**src/shared/sdc_pkg.sv**
```systemverilog
/*
 * Constants shared by the delay calibration block: register indices and
 * byte addresses, field positions, reset values, calibration tables and
 * the state encoding.
 * Assumes a 32-bit APB with word-aligned registers and a single clock.
 */
package sdc_pkg;

	// ------------------------------------------------------------------
	// Register map
	// ------------------------------------------------------------------
	localparam int APB_ADDR_W = 12;
	localparam logic [9:0] IDX_CONTROL = 10'h2b0;
	localparam logic [9:0] IDX_CONFIG = 10'h2b1;
	localparam logic [9:0] IDX_RESULT = 10'h2b2;
	localparam logic [9:0] IDX_MANUAL = 10'h2b5;
	localparam logic [11:0] ADDR_CONTROL = {IDX_CONTROL, 2'h0};
	localparam logic [11:0] ADDR_CONFIG = {IDX_CONFIG, 2'h0};
	localparam logic [11:0] ADDR_RESULT = {IDX_RESULT, 2'h0};
	localparam logic [11:0] ADDR_MANUAL = {IDX_MANUAL, 2'h0};

	// ------------------------------------------------------------------
	// Field positions and reset values
	// ------------------------------------------------------------------
	localparam int CTRL_EN_BIT = 0;
	localparam int CTRL_FAIL_BIT = 1;
	localparam int CFG_HDUR_LSB = 0;
	localparam int CFG_AVG_LSB = 2;
	localparam int RES_DONE_BIT = 17;
	localparam int DELAY_W = 17;
	localparam int DELAY_INV_BIT = 16;
	localparam logic [3:0] CONFIG_RESET = 4'h5;
	localparam logic [16:0] DELAY_RESET = 17'h0_0000;

	// ------------------------------------------------------------------
	// Calibration tables
	// ------------------------------------------------------------------
	// Longest SYSREF period per accumulation code, in sampling clocks.
	localparam logic [3:0][15:0] PERIOD_LIMIT = {
		16'h544c, 16'h1450, 16'h044c, 16'h0055
	};
	// Base of the longest calibration time, 256 times 19 clocks.
	localparam int CAL_BASE_CYCLES = 256 * 19;
	localparam logic [8:0] COUNT_ONE = 9'h001;
	localparam logic [7:0] PHASE_ONE = 8'h01;

	// ------------------------------------------------------------------
	// Calibration sequencer states
	// ------------------------------------------------------------------
	typedef enum logic [4:0] {
		SDC_IDLE = 5'b00001,
		SDC_ARM = 5'b00010,
		SDC_MEASURE = 5'b00100,
		SDC_DONE = 5'b01000,
		SDC_FAIL = 5'b10000
	} sdc_fsm_e;

endpackage

```
**src/logic/sdc_sysref_sampler.sv**
```systemverilog
/*
 * SYSREF sampler: brings the SYSREF pin into the pclk domain, marks each
 * rising edge with a one-cycle pulse and flags a period longer than the
 * limit it is given.
 * Assumes SYSREF is asynchronous to pclk and much slower than it.
 */
module sdc_sysref_sampler (
	// Clock and reset.
	input wire logic pclk,
	input wire logic presetn,
	// SYSREF pin.
	input wire logic sysref,
	// Period limit and results.
	input wire logic [15:0] period_limit,
	output logic sysref_rise,
	output logic period_overrun
);

	typedef struct packed {
		logic sync_a;
		logic sync_b;
		logic prev;
		logic [15:0] period;
		logic rise;
		logic overrun;
	} sdc_sampler_s;

	sdc_sampler_s st;
	sdc_sampler_s next_st;

	// -----------------------------------------------------------------
	// Next state
	// -----------------------------------------------------------------
	// Only the second stage looks at the first, so no logic ever sees a
	// metastable level.
	always_comb begin
		next_st = st;
		next_st.sync_a = sysref;
		next_st.sync_b = st.sync_a;
		next_st.prev = st.sync_b;
		next_st.rise = st.sync_b & ~st.prev;
		if (st.sync_b & ~st.prev) begin
			next_st.period = 16'h0000;
		end else if (st.period != 16'hffff) begin
			next_st.period = st.period + 16'h0001;
		end
		next_st.overrun = st.period > period_limit;
	end

	// Registers.
	always_ff @(posedge pclk or negedge presetn) begin
		if (!presetn) begin
			st <= '0;
		end else begin
			st <= next_st;
		end
	end

	assign sysref_rise = st.rise;
	assign period_overrun = st.overrun;

endmodule

```
**src/logic/sdc_top.sv**
```systemverilog
/*
 * SYSREF delay calibration with APB register access: register decode,
 * calibration sequencer and the registered clock delay output.
 * Assumes pclk is the sampling clock domain and SYSREF arrives on a pin.
 */
// Overview of operation
// - Enable low: delay follows the manual register; no calibration runs.
// - Enable high: delay holds until calibration completes, then takes its result; manual register ignored.
// - Calibration starts only on a 0-to-1 change of the enable bit.
// - Averaging code 0..3 selects 4, 16, 64 or 256 averages.
// - Accumulation code 0..3 selects 4, 16, 64 or 256 clocks each.
// - SYSREF period above 85/1100/5200/21580 clocks makes calibration fail.
// - Calibration ends within 256*19*4^(avg+acc+2) clocks.
// - Complete bit reads 1 only when enabled and calibration finished.
// - Result bits 16..0 hold computed delay, valid only when complete.
// - Configuration resets to 0x05; result contents reset to zero.
// - Delay: bit 16 inverts clock, 15..8 coarse, 7..0 fine.
module sdc_top #(
	parameter int MAX_CAL_BASE = sdc_pkg::CAL_BASE_CYCLES
) (
	// Clock and reset.
	input wire logic pclk,
	input wire logic presetn,
	// APB slave.
	input wire logic psel,
	input wire logic penable,
	input wire logic pwrite,
	input wire logic [11:0] paddr,
	input wire logic [31:0] pwdata,
	output logic [31:0] prdata,
	output logic pready,
	output logic pslverr,
	// SYSREF pin.
	input wire logic sysref,
	// Sampling clock delay control.
	output logic [16:0] clock_delay,
	output logic delay_cal_complete
);

	// -----------------------------------------------------------------
	// State
	// -----------------------------------------------------------------
	// All state sits in one packed struct; next_st is its combinational copy.
	// Keeping it whole makes the register stage a single assignment.
	typedef struct packed {
		sdc_pkg::sdc_fsm_e fsm;
		logic delay_cal_enable;
		logic enable_prev;
		logic cal_fail;
		logic [1:0] average_count_select;
		logic [1:0] accumulation_length_select;
		logic [1:0] run_avg;
		logic [1:0] run_acc;
		logic [16:0] manual_delay_setting;
		logic [16:0] computed_delay_value;
		logic done;
		logic [7:0] window;
		logic [8:0] samples;
		logic [15:0] phase_sum;
		logic [31:0] watchdog;
		logic [16:0] delay_out;
		logic pready;
		logic pslverr;
		logic [31:0] prdata;
	} sdc_state_s;

	sdc_state_s st;
	sdc_state_s next_st;

	// Sampler pulses, registered in the sampler; decoded settings and handshake terms, combinational.
	logic sysref_rise;
	logic period_overrun;
	logic [15:0] period_limit;
	logic [8:0] window_len;
	logic [8:0] sample_len;
	logic [4:0] sum_shift;
	logic [31:0] cal_budget;
	logic [23:0] scaled_sum;
	logic wr_done;
	logic rd_phase;
	logic start;

	// -----------------------------------------------------------------
	// SYSREF capture
	// -----------------------------------------------------------------
	// The rise pulse comes about three clocks after the pin edge; that
	// latency shifts every phase equally, so the average moves by that same offset.
	sdc_sysref_sampler u_sampler (
		.pclk(pclk),
		.presetn(presetn),
		.sysref(sysref),
		.period_limit(period_limit),
		.sysref_rise(sysref_rise),
		.period_overrun(period_overrun)
	);

	// -----------------------------------------------------------------
	// Settings decoded from the latched configuration
	// -----------------------------------------------------------------
	// The running codes are frozen at start, so a configuration write in
	// mid-calibration cannot change the window or the count halfway.
	always_comb begin
		period_limit = sdc_pkg::PERIOD_LIMIT[st.run_acc];
		window_len = 9'h004 << {st.run_acc, 1'b0};
		sample_len = 9'h004 << {st.run_avg, 1'b0};
		sum_shift = 5'({st.run_avg, 1'b0}) + 5'h02;
		// Four bits hold avg+acc+2 up to eight; three would wrap at eight.
		cal_budget = 32'(MAX_CAL_BASE)
			<< {4'({2'b00, st.run_avg} + {2'b00, st.run_acc}) + 4'h2,
			1'b0};
		scaled_sum = {st.phase_sum, 8'h00} >> sum_shift;
	end

	// APB handshake terms: the access completes one cycle after penable.
	// One fixed wait state gives the read mux a full cycle to settle.
	assign rd_phase = psel & penable & ~st.pready;
	assign wr_done = psel & penable & st.pready & pwrite;
	assign start = st.delay_cal_enable & ~st.enable_prev;

	// -----------------------------------------------------------------
	// Next state
	// -----------------------------------------------------------------
	always_comb begin
		next_st = st;
		next_st.enable_prev = st.delay_cal_enable;

		// Register writes take effect at the completing edge.
		next_st.pready = rd_phase;
		next_st.pslverr = 1'b0;
		if (wr_done) begin
			unique case (paddr)
				sdc_pkg::ADDR_CONTROL: begin
					next_st.delay_cal_enable =
						pwdata[sdc_pkg::CTRL_EN_BIT];
				end
				sdc_pkg::ADDR_CONFIG: begin
					next_st.average_count_select =
						pwdata[sdc_pkg::CFG_AVG_LSB +: 2];
					next_st.accumulation_length_select =
						pwdata[sdc_pkg::CFG_HDUR_LSB +: 2];
				end
				sdc_pkg::ADDR_MANUAL: begin
					next_st.manual_delay_setting =
						pwdata[sdc_pkg::DELAY_W-1:0];
				end
				default: begin
				end
			endcase
		end

		// Read data and error are prepared in the first access cycle.
		if (rd_phase) begin
			next_st.prdata = 32'h0000_0000;
			unique case (paddr)
				sdc_pkg::ADDR_CONTROL: begin
					next_st.prdata[sdc_pkg::CTRL_EN_BIT] =
						st.delay_cal_enable;
					next_st.prdata[sdc_pkg::CTRL_FAIL_BIT] = st.cal_fail;
				end
				sdc_pkg::ADDR_CONFIG: begin
					next_st.prdata[sdc_pkg::CFG_AVG_LSB +: 2] =
						st.average_count_select;
					next_st.prdata[sdc_pkg::CFG_HDUR_LSB +: 2] =
						st.accumulation_length_select;
				end
				sdc_pkg::ADDR_RESULT: begin
					next_st.prdata[sdc_pkg::DELAY_W-1:0] =
						st.computed_delay_value;
					next_st.prdata[sdc_pkg::RES_DONE_BIT] =
						st.done & st.delay_cal_enable;
				end
				sdc_pkg::ADDR_MANUAL: begin
					next_st.prdata[sdc_pkg::DELAY_W-1:0] =
						st.manual_delay_setting;
				end
				default: begin
					next_st.pslverr = 1'b1;
				end
			endcase
		end

		// Free-running accumulation window; SYSREF phase is its count.
		if ({1'b0, st.window} + COUNT_ONE_W() >= window_len) begin
			next_st.window = 8'h00;
		end else begin
			next_st.window = st.window + sdc_pkg::PHASE_ONE;
		end

		// Calibration sequencer.
		unique case (st.fsm)
			sdc_pkg::SDC_IDLE: begin
			end
			sdc_pkg::SDC_ARM: begin
				// The period counter may be stale here, so only the
				// watchdog can fail the wait for the first edge.
				next_st.watchdog = st.watchdog + 32'h0000_0001;
				if (sysref_rise) begin
					next_st.fsm = sdc_pkg::SDC_MEASURE;
				end
			end
			sdc_pkg::SDC_MEASURE: begin
				next_st.watchdog = st.watchdog + 32'h0000_0001;
				if (period_overrun) begin
					next_st.fsm = sdc_pkg::SDC_FAIL;
				end else if (sysref_rise) begin
					next_st.phase_sum = st.phase_sum
						+ {8'h00, st.window};
					next_st.samples = st.samples + sdc_pkg::COUNT_ONE;
					if (st.samples + sdc_pkg::COUNT_ONE == sample_len) begin
						next_st.fsm = sdc_pkg::SDC_DONE;
					end
				end
			end
			sdc_pkg::SDC_DONE: begin
			end
			sdc_pkg::SDC_FAIL: begin
			end
			default: begin
				next_st.fsm = sdc_pkg::SDC_IDLE;
			end
		endcase

		// Overtime check ends any calibration still running.
		// The budget counts from the start, not from the first SYSREF
		// edge, so a SYSREF that never arrives also ends the run.
		if ((st.fsm == sdc_pkg::SDC_ARM || st.fsm == sdc_pkg::SDC_MEASURE)
			&& st.watchdog >= cal_budget) begin
			next_st.fsm = sdc_pkg::SDC_FAIL;
		end

		// Completion: average phase lands in coarse and fine, no invert.
		if (st.fsm == sdc_pkg::SDC_MEASURE
			&& next_st.fsm == sdc_pkg::SDC_DONE) begin
			next_st.computed_delay_value = {1'b0, scaled_sum[15:0]};
			next_st.done = 1'b1;
		end
		if (next_st.fsm == sdc_pkg::SDC_FAIL) begin
			next_st.cal_fail = 1'b1;
		end

		// A rising enable restarts from scratch, even mid-run.
		if (start) begin
			next_st.fsm = sdc_pkg::SDC_ARM;
			next_st.run_avg = st.average_count_select;
			next_st.run_acc = st.accumulation_length_select;
			next_st.samples = 9'h000;
			next_st.phase_sum = 16'h0000;
			next_st.watchdog = 32'h0000_0000;
			next_st.done = 1'b0;
			next_st.cal_fail = 1'b0;
		end
		if (!st.delay_cal_enable) begin
			next_st.fsm = sdc_pkg::SDC_IDLE;
			next_st.done = 1'b0;
		end

		// Delay output: manual when disabled, calibrated once complete.
		// Between start and completion it holds, so a restart keeps the
		// manual setting loaded while enable was low before it.
		if (!st.delay_cal_enable) begin
			next_st.delay_out = st.manual_delay_setting;
		end else if (st.done) begin
			next_st.delay_out = st.computed_delay_value;
		end
	end

	// Width helper so the window compare stays at nine bits.
	function automatic logic [8:0] COUNT_ONE_W();
		return sdc_pkg::COUNT_ONE;
	endfunction

	// -----------------------------------------------------------------
	// Registers
	// -----------------------------------------------------------------
	// Only constants load in reset; the result clears to zero so that a
	// read before any calibration returns a known value.
	always_ff @(posedge pclk or negedge presetn) begin
		if (!presetn) begin
			st <= '0;
			st.fsm <= sdc_pkg::SDC_IDLE;
			st.average_count_select <=
				sdc_pkg::CONFIG_RESET[sdc_pkg::CFG_AVG_LSB +: 2];
			st.accumulation_length_select <=
				sdc_pkg::CONFIG_RESET[sdc_pkg::CFG_HDUR_LSB +: 2];
			st.manual_delay_setting <= sdc_pkg::DELAY_RESET;
			st.delay_out <= sdc_pkg::DELAY_RESET;
		end else begin
			st <= next_st;
		end
	end

	// -----------------------------------------------------------------
	// Outputs, all straight from the state register
	// -----------------------------------------------------------------
	// No output passes through logic, so none can glitch on a bus edge.
	assign prdata = st.prdata;
	assign pready = st.pready;
	assign pslverr = st.pslverr;
	assign clock_delay = st.delay_out;
	assign delay_cal_complete = st.done;

endmodule

```
**config.mk**
```make
export PLATFORM = sky130hd
export DESIGN_NAME = sdc_top
export DESIGN_NICKNAME = d
export VERILOG_FILES = /design/src/shared/sdc_pkg.sv /design/src/logic/sdc_sysref_sampler.sv /design/src/logic/sdc_top.sv
export SDC_FILE = /design/constraint.sdc
export NUM_CORES = 1
export LEC_CHECK = 0
export ABC_AREA = 1
export BUFFER_PORTS_ARGS = -buffer_cell sky130_fd_sc_hd__buf_2
export CAP_MARGIN = 30
export CORE_UTILIZATION = 60
export CTS_CLUSTER_DIAMETER = 80
export DETAILED_ROUTE_END_ITERATION = 7
export PLACE_DENSITY = 0.81
export SYNTH_ARGS = -nofsm -noshare
export SYNTH_HDL_FRONTEND = slang
export SYNTH_SLANG_ARGS = --single-unit
```
**constraint.sdc**
```tcl
create_clock -name pclk -period 4.7 [get_ports pclk]
set_input_delay 0.705 -clock pclk [delete_from_list [all_inputs] [get_ports pclk]]
set_output_delay 0.705 -clock pclk [all_outputs]
set_load 0.005 [all_outputs]
```
==> impl_metrics.csv, run 1 <==
group,metric,value,unit
critical_path,slowest_stage,"dfrtp_1",
critical_path,worstPathMaxFanout,18,
synthesis,synth_compound_area_share,12.0,%
cells_and_area,num_antenna_cells,0,
synthesis,synth_xor_area_share,1.67,%
timing,holdWs,0.337,ns
detailed_routing,top_layer,"met4",
synthesis,synth.avg_cell_area,7.86,um^2
detailed_routing,first_pass_iters,5,
synthesis,seq_area_frac_synth,41.3,%
placement,portBuffers,72,
floorplanning,core,16800,um^2
synthesis,synth_cells,1334,
detailed_routing,vias_per_cell,5.78,
floorplanning,die_w,134,um
critical_path,cp_common_cell,"nand2_1",
timing,hold_viol,0,
cells_and_area,mostFrequentLayoutCells,"327 x nand2_1, 170 x dfrtp_1, 152 x inv_1, 98 x nor2_1, 95 x o21ai_0",
critical_path,critPathMaxStageDelay,0.55,ns
critical_path,arrival,4.40,ns
synthesis,synthDistinctLibCells,59,
power_and_ir_drop,p_per_area,272,nW/um^2
timing,clock_skew,0.0126,ns
synthesis,synth_fa_ha_area_share,6.39,%
power_and_ir_drop,vdd_drop_max,255,uV
synthesis,synthFlopType,"dfrtp_1",
cells_and_area,mostFrequentLayoutCell,"nand2_1",
detailed_routing,met2_length,11.6,mm
critical_path,end_kind,"flip-flop",
clocking,cts.sinks,173,
run_status,status,"completed",
clocking,ctsHoldBuffers,0,
timing,fin_crit,4.01,ns
timing,rsz0062_at_grt,"false",
clocking,cts.clk_slew.worst_paths,0.08,ns
clocking,ctsResizeCount,0,
floorplanning,start_util,62.4,%
global_route,globalRoute.totalOverflow,0,
clocking,clkLatencyLatePin,0.45,ns
hold_path,hold_class,"in -> async",
synthesis,ys_seq_elements,173,
critical_path,startpoint_type,"flip-flop",
timing,fin_tns_setup,0,ns
clocking,cts_buffers,17,
global_route,grt_pass1_vias,8763,
detailed_routing,drt_iter0_drc,728,
global_route,grt_first_pass_wirelength,42.0,mm
critical_path,path_cells,"inv_2 -> ha_1 -> inv_1 -> or2_2 -> nand2_1 -> inv_1 -> nor2_1 -> nand2_1 -> and2_1 -> ha_1 -> nand2_1 -> inv_1 -> o21ai_0 -> a21boi_0 -> o21ai_0 -> nand3_1 -> nand2_1 -> buf_4 -> nand4_1 -> nand2_1",
synthesis,synth_enable_flop_cells,0,
job,cap_violations,0,
detailed_routing,dr_wl_met3,1.61,mm
timing,period_share,85.3,%
cells_and_area,area_growth,8.29,%
clocking,post_cts.repair.setup_buffers,0,
timing,setup_viol,0,
detailed_routing,drc,0,
synthesis,synth_top_family_by_area,"simple AND/OR/NAND/NOR gates",
clocking,cts-root-buf,"clkbuf_16",
detailed_routing,detail-route-antenna-nets,0,
timing,slew_viol_final,0,
critical_path,critPathRequiredTime,5.09,ns
power_and_ir_drop,power_leakage,5.61,nW
floorplanning,fp-row-count,47,
cells_and_area,final_nets,1468,
placement,dp_hpwl,17.8,mm
clocking,ctsHtreeMaxLevel,4,
synthesis,muxShareOfSynthArea,1.59,%
global_route,grt_usage,29.1,%
detailed_routing,routedLengthMet1,11.4,mm
detailed_routing,routed_wl,25.0,mm
synthesis,synth_area,10500,um^2
detailed_routing,wl_per_cell,15.6,um
timing,slew-limit-headroom,42.6,%
clocking,cts_tree,"yes",
synthesis,async_flop_share,100,%
cells_and_area,final_cells,1598,
critical_path,path_class,"reg -> reg",
synthesis,yosys.area_share.simple,26.2,%
floorplanning,fp.dieH,134,um
timing,worst_pin_slew,0.861,ns
global_route,antenna_found_initial,0,
cells_and_area,drive_gt1_share,12.1,%
placement,dp_cells,1566,
clocking,clockBufferDepth,2,
detailed_routing,vias,9236,
floorplanning,die-area,18000,um^2
synthesis,yosys_warnings,0,
timing,max_freq,249,MHz
global_route,grt_max_degree,92,
placement,gp_congestion,0.932,
floorplanning,io_pins,102,
-- final cells by class --
cell class / count / area (um^2)
timing repair buffer: 81 / 447
multi-input combinational: 928 / 5070
fill: 1372 / 5460
clock buffer: 17 / 425
sequential: 173 / 4330
clock inverter: 15 / 194
inverter: 164 / 618
tap: 220 / 275
-- cell families (layout without fill, tap and decap cells) --
| family | Yosys count | after routing |
|---|---|---|
| buffers and inverters | 246 | 277 |
| multiplexers | 15 | 15 |
| XOR/XNOR | 20 | 20 |
| AO/OA/AOI/OAI | 212 | 212 |
| other | 1 | 14 |
| AND/OR/NAND/NOR | 614 | 614 |
| adder cells (fa/ha/maj) | 53 | 53 |
| flip-flops | 173 | 173 |
-- routing by layer --
metal / GRT usage (%) / up-vias
met3: 5.10 / 34
met4: 7.37 / 0
li1: - / 4460
met2: 47.0 / 342
met5: 0 / -
met1: 40.8 / 4400
-- registers in the layout, summed over array words and instances (netlist names) --
name and cells:
pslverr 1, u_sampler.sysref_rise 1, next_st 1, st 113
clock_delay 17, delay_cal_complete 1, pready 1, prdata 18
u_sampler.next_st 2, u_sampler.period_overrun 1, u_sampler.st 17
-- worst max-delay path: cells and delay by family (launching register included) --
kind                       cells  cell delay (ns)
adders and majority gates      2             0.63
DFF                            1             0.55
AOI/OAI and AO/OA              3             0.34
and+or+nand+nor               10             1.72
buffers and inverters          5             0.71
-- power breakdown --
group | switching [mW] | leakage, nW | total, mW | internal (mW)
combinational | 0.0788 | 2.92 | 0.114 | 0.0352
sequential | 0.0159 | 2.39 | 1.52 | 1.50
clock | 0.686 | 0.302 | 1.46 | 0.769
total | 0.781 | 5.61 | 3.09 | 2.31
-- cell usage after synthesis, types with 5 or more instances --
cell type  count  area (um^2)
clkbuf_1      20         75.1
nand4_1       48          300
nor2_2         7         43.8
o211ai_1       8         60.1
nor4_1        12         75.1
nand3_1       66          330
xnor2_1        5         43.8
a21oi_1       49          245
inv_1        152          571
buf_2          8         40.0
nor2_1        98          368
mux2_2        13          146
o22ai_1       13         81.3
ha_1          52          651
buf_4         50          375
inv_2          9         33.8
o221ai_1       7         61.3
xor2_1        15          131
nand2_1      327         1230
o31ai_1        6         45.0
nor3_1        30          150
dfrtp_1      170         4250
o21ai_0       95          475
-- path summary, 6_finish.rpt --
kind / depth (start not counted) / slack (ns) / start / to
max in group asynchronous: 2 / 3.42 / presetn / st[157]$_DFFE_PN1P_
worst min-delay path: 1 / 0.34 / presetn / st[62]$_DFFE_PN0P_
worst max register to register: 20 / 0.69 / st[154]$_DFFE_PN0P_ / st[124]$_DFFE_PN0P_
worst max-delay path: 20 / 0.69 / st[154]$_DFFE_PN0P_ / st[124]$_DFFE_PN0P_
worst min register to register: 0 / 0.36 / u_sampler.next_st[19]$_DFF_PN0_ / u_sampler.next_st[18]$_DFF_PN0_
min in group pclk: 0 / 0.36 / u_sampler.next_st[19]$_DFF_PN0_ / u_sampler.next_st[18]$_DFF_PN0_
-- per-stage QoR --
stage	utilization, %	worst slack (ns)	instance area, um^2	power, mW
final	67.5	0.691	11400	3.09
after global placement	63.9	0.823	10700	1.66
after global routing	67.5	0.335	11400	3.19
after floorplan	-	1.47	10500	1.60
after CTS	67.5	0.738	11400	3.11
after detailed placement	63.9	0.779	10700	1.66
Power figures use the tool's default switching activity.
==> inputs of run 2 (changes only) <==
--- a/config.mk
+++ b/config.mk
@@ -12,6 +12,7 @@
 export CTS_CLUSTER_DIAMETER = 80
 export DETAILED_ROUTE_END_ITERATION = 7
 export PLACE_DENSITY = 0.81
+export SETUP_SLACK_MARGIN = 0.05
 export SYNTH_ARGS = -nofsm -noshare
 export SYNTH_HDL_FRONTEND = slang
 export SYNTH_SLANG_ARGS = --single-unit
==> constraint.sdc (replaced) <==
create_clock -name pclk -period 4 [get_ports pclk]
set_input_delay 0.6 -clock pclk [delete_from_list [all_inputs] [get_ports pclk]]
set_output_delay 0.6 -clock pclk [all_outputs]
set_load 0.005 [all_outputs]
==> impl_metrics.csv, run 2 (synthesis gave the netlist of run 1 again) <==
group,metric,value,unit
placement,portBuffers,72,
clocking,cts_tree,"yes",
clocking,cts.clk_slew.worst_paths,0.08,ns
global_route,grt_max_degree,76,
timing,holdWs,0.164,ns
timing,setup_viol,0,
timing,period_share,89.1,%
critical_path,arrival,3.94,ns
timing,rsz0062_at_grt,"false",
clocking,cts.sinks,173,
run_status,status,"completed",
global_route,grt_pass1_vias,8553,
critical_path,end_kind,"flip-flop",
timing,fin_tns_setup,0,ns
detailed_routing,drc,0,
power_and_ir_drop,power_leakage,5.61,nW
cells_and_area,area_growth,8.29,%
placement,dpl-instance-area,10700,um^2
timing,clock_skew,0.0113,ns
clocking,clockBufferDepth,2,
critical_path,critPathRequiredTime,4.37,ns
timing,slew-limit-headroom,50.6,%
timing,slew_viol_final,0,
critical_path,crit_buf_inv,5,
cells_and_area,final_nets,1471,
critical_path,startpoint_type,"flip-flop",
detailed_routing,first_pass_iters,5,
floorplanning,fp.dieH,134,um
global_route,grt_first_pass_wirelength,40.8,mm
detailed_routing,routed_wl,24.7,mm
cells_and_area,fin_util,67.5,%
clocking,ctsHoldBuffers,0,
critical_path,worstPathMaxFanout,17,
cells_and_area,largest_reg_flops,113,
clocking,cts_buffers,17,
critical_path,critPathMaxStageDelay,0.48,ns
hold_path,hold_class,"in -> async",
clocking,ctsResizeCount,0,
critical_path,crit_family,"simple AND/OR/NAND/NOR gates",
timing,fin_crit,3.56,ns
detailed_routing,drt_iter0_drc,892,
power_and_ir_drop,vdd_drop_max,345,uV
critical_path,path_cells,"inv_2 -> ha_1 -> inv_1 -> or2_2 -> nand2_1 -> inv_1 -> nor2_1 -> nand2_1 -> and2_1 -> ha_1 -> nand2_1 -> inv_1 -> o21ai_0 -> a21boi_0 -> o21ai_0 -> nand3_1 -> nand2_1 -> buf_4 -> nand4_1 -> nand2_1",
critical_path,cp_common_cell,"nand2_1",
cells_and_area,largest-register,"st",
clocking,post_cts.repair.setup_buffers,0,
placement,gp_congestion,0.924,
floorplanning,fp-row-count,47,
floorplanning,io_pins,102,
critical_path,path_class,"reg -> reg",
floorplanning,start_util,62.4,%
clocking,cts-root-buf,"clkbuf_16",
global_route,grt_usage,28.3,%
detailed_routing,detail-route-antenna-nets,0,
timing,worst_pin_slew,0.738,ns
placement,dp_hpwl,18.1,mm
cells_and_area,mostFrequentLayoutCell,"nand2_1",
floorplanning,core,16800,um^2
power_and_ir_drop,p_per_area,315,nW/um^2
detailed_routing,vias_per_cell,5.77,
critical_path,slowest_stage,"dfrtp_2",
floorplanning,die_w,134,um
detailed_routing,wl_per_cell,15.4,um
cells_and_area,fin_area,11400,um^2
clocking,clkLatencyLatePin,0.44,ns
cells_and_area,drive_gt1_share,12.4,%
job,cap_violations,0,
floorplanning,die-area,18000,um^2
timing,max_freq,281,MHz
detailed_routing,vias,9251,
cells_and_area,mostFrequentLayoutCells,"327 x nand2_1, 169 x dfrtp_1, 152 x inv_1, 98 x nor2_1, 95 x o21ai_0",
clocking,ctsHtreeMaxLevel,4,
timing,hold_viol,0,
global_route,globalRoute.totalOverflow,0,
global_route,antenna_found_initial,1,
-- run 2: worst paths after layout --
kind,slack (ns),end,depth (start not counted),startpoint
worst max-delay path,0.44,st[119]$_DFFE_PN0P_,20,st[154]$_DFFE_PN0P_
min in group pclk,0.27,u_sampler.next_st[19]$_DFF_PN0_,1,sysref
worst min register to register,0.37,u_sampler.next_st[18]$_DFF_PN0_,0,u_sampler.next_st[19]$_DFF_PN0_
max in group asynchronous,2.88,st[154]$_DFFE_PN0P_,2,presetn
worst max register to register,0.44,st[119]$_DFFE_PN0P_,20,st[154]$_DFFE_PN0P_
worst min-delay path,0.16,st[77]$_DFFE_PN0P_,1,presetn
-- run 2: cell type report --
cell class	count	area (um^2)
clock inverters	15	180
multi-input cells	928	5070
well taps	220	275
flip-flops and latches	173	4330
fillers	1377	5460
inverters	164	618
repair buffers	84	457
diodes	1	2.50
clock buffers	17	425
-- run 2: report_power, final --
part	switching (mW)	total, mW	internal (mW)
Sequential	0.0193	1.78	1.77
Combinational	0.0910	0.132	0.0411
Clock	0.816	1.66	0.842
-- run 2: layer usage --
| layer | GRT usage [%] | wire, um | part of all wire [%] | up-vias |
|---|---|---|---|---|
| met5 | 0 | 0 | 0 | - |
| li1 | - | - | - | 4465 |
| met3 | 5.06 | 1710 | 6.9 | 31 |
| met4 | 8.55 | 383 | 1.5 | 0 |
| met1 | 38.7 | 11000 | 44 | 4393 |
| met2 | 46.1 | 11600 | 47 | 362 |
-- run 2: through the flow --
step                power [mW]  instances  setup WS (ns)
floorplan                 1.89       1347          0.775
global placement          1.95       1569          0.470
detailed placement        1.95       1569          0.398
CTS                       3.59       1601          0.380
global route              3.68       1601          0.165
finish                    3.57       1602          0.436
-- run 2: worst reg2reg max path: stages, from the launching register on --
cell	delay (ns)
dfrtp_2	0.48
inv_2	0.07
ha_1	0.28
inv_1	0.05
or2_2	0.26
nand2_1	0.20
inv_1	0.11
nor2_1	0.17
nand2_1	0.09
and2_1	0.15
ha_1	0.26
nand2_1	0.08
inv_1	0.04
o21ai_0	0.06
a21boi_0	0.10
o21ai_0	0.15
nand3_1	0.17
nand2_1	0.27
buf_4	0.28
nand4_1	0.14
nand2_1	0.10
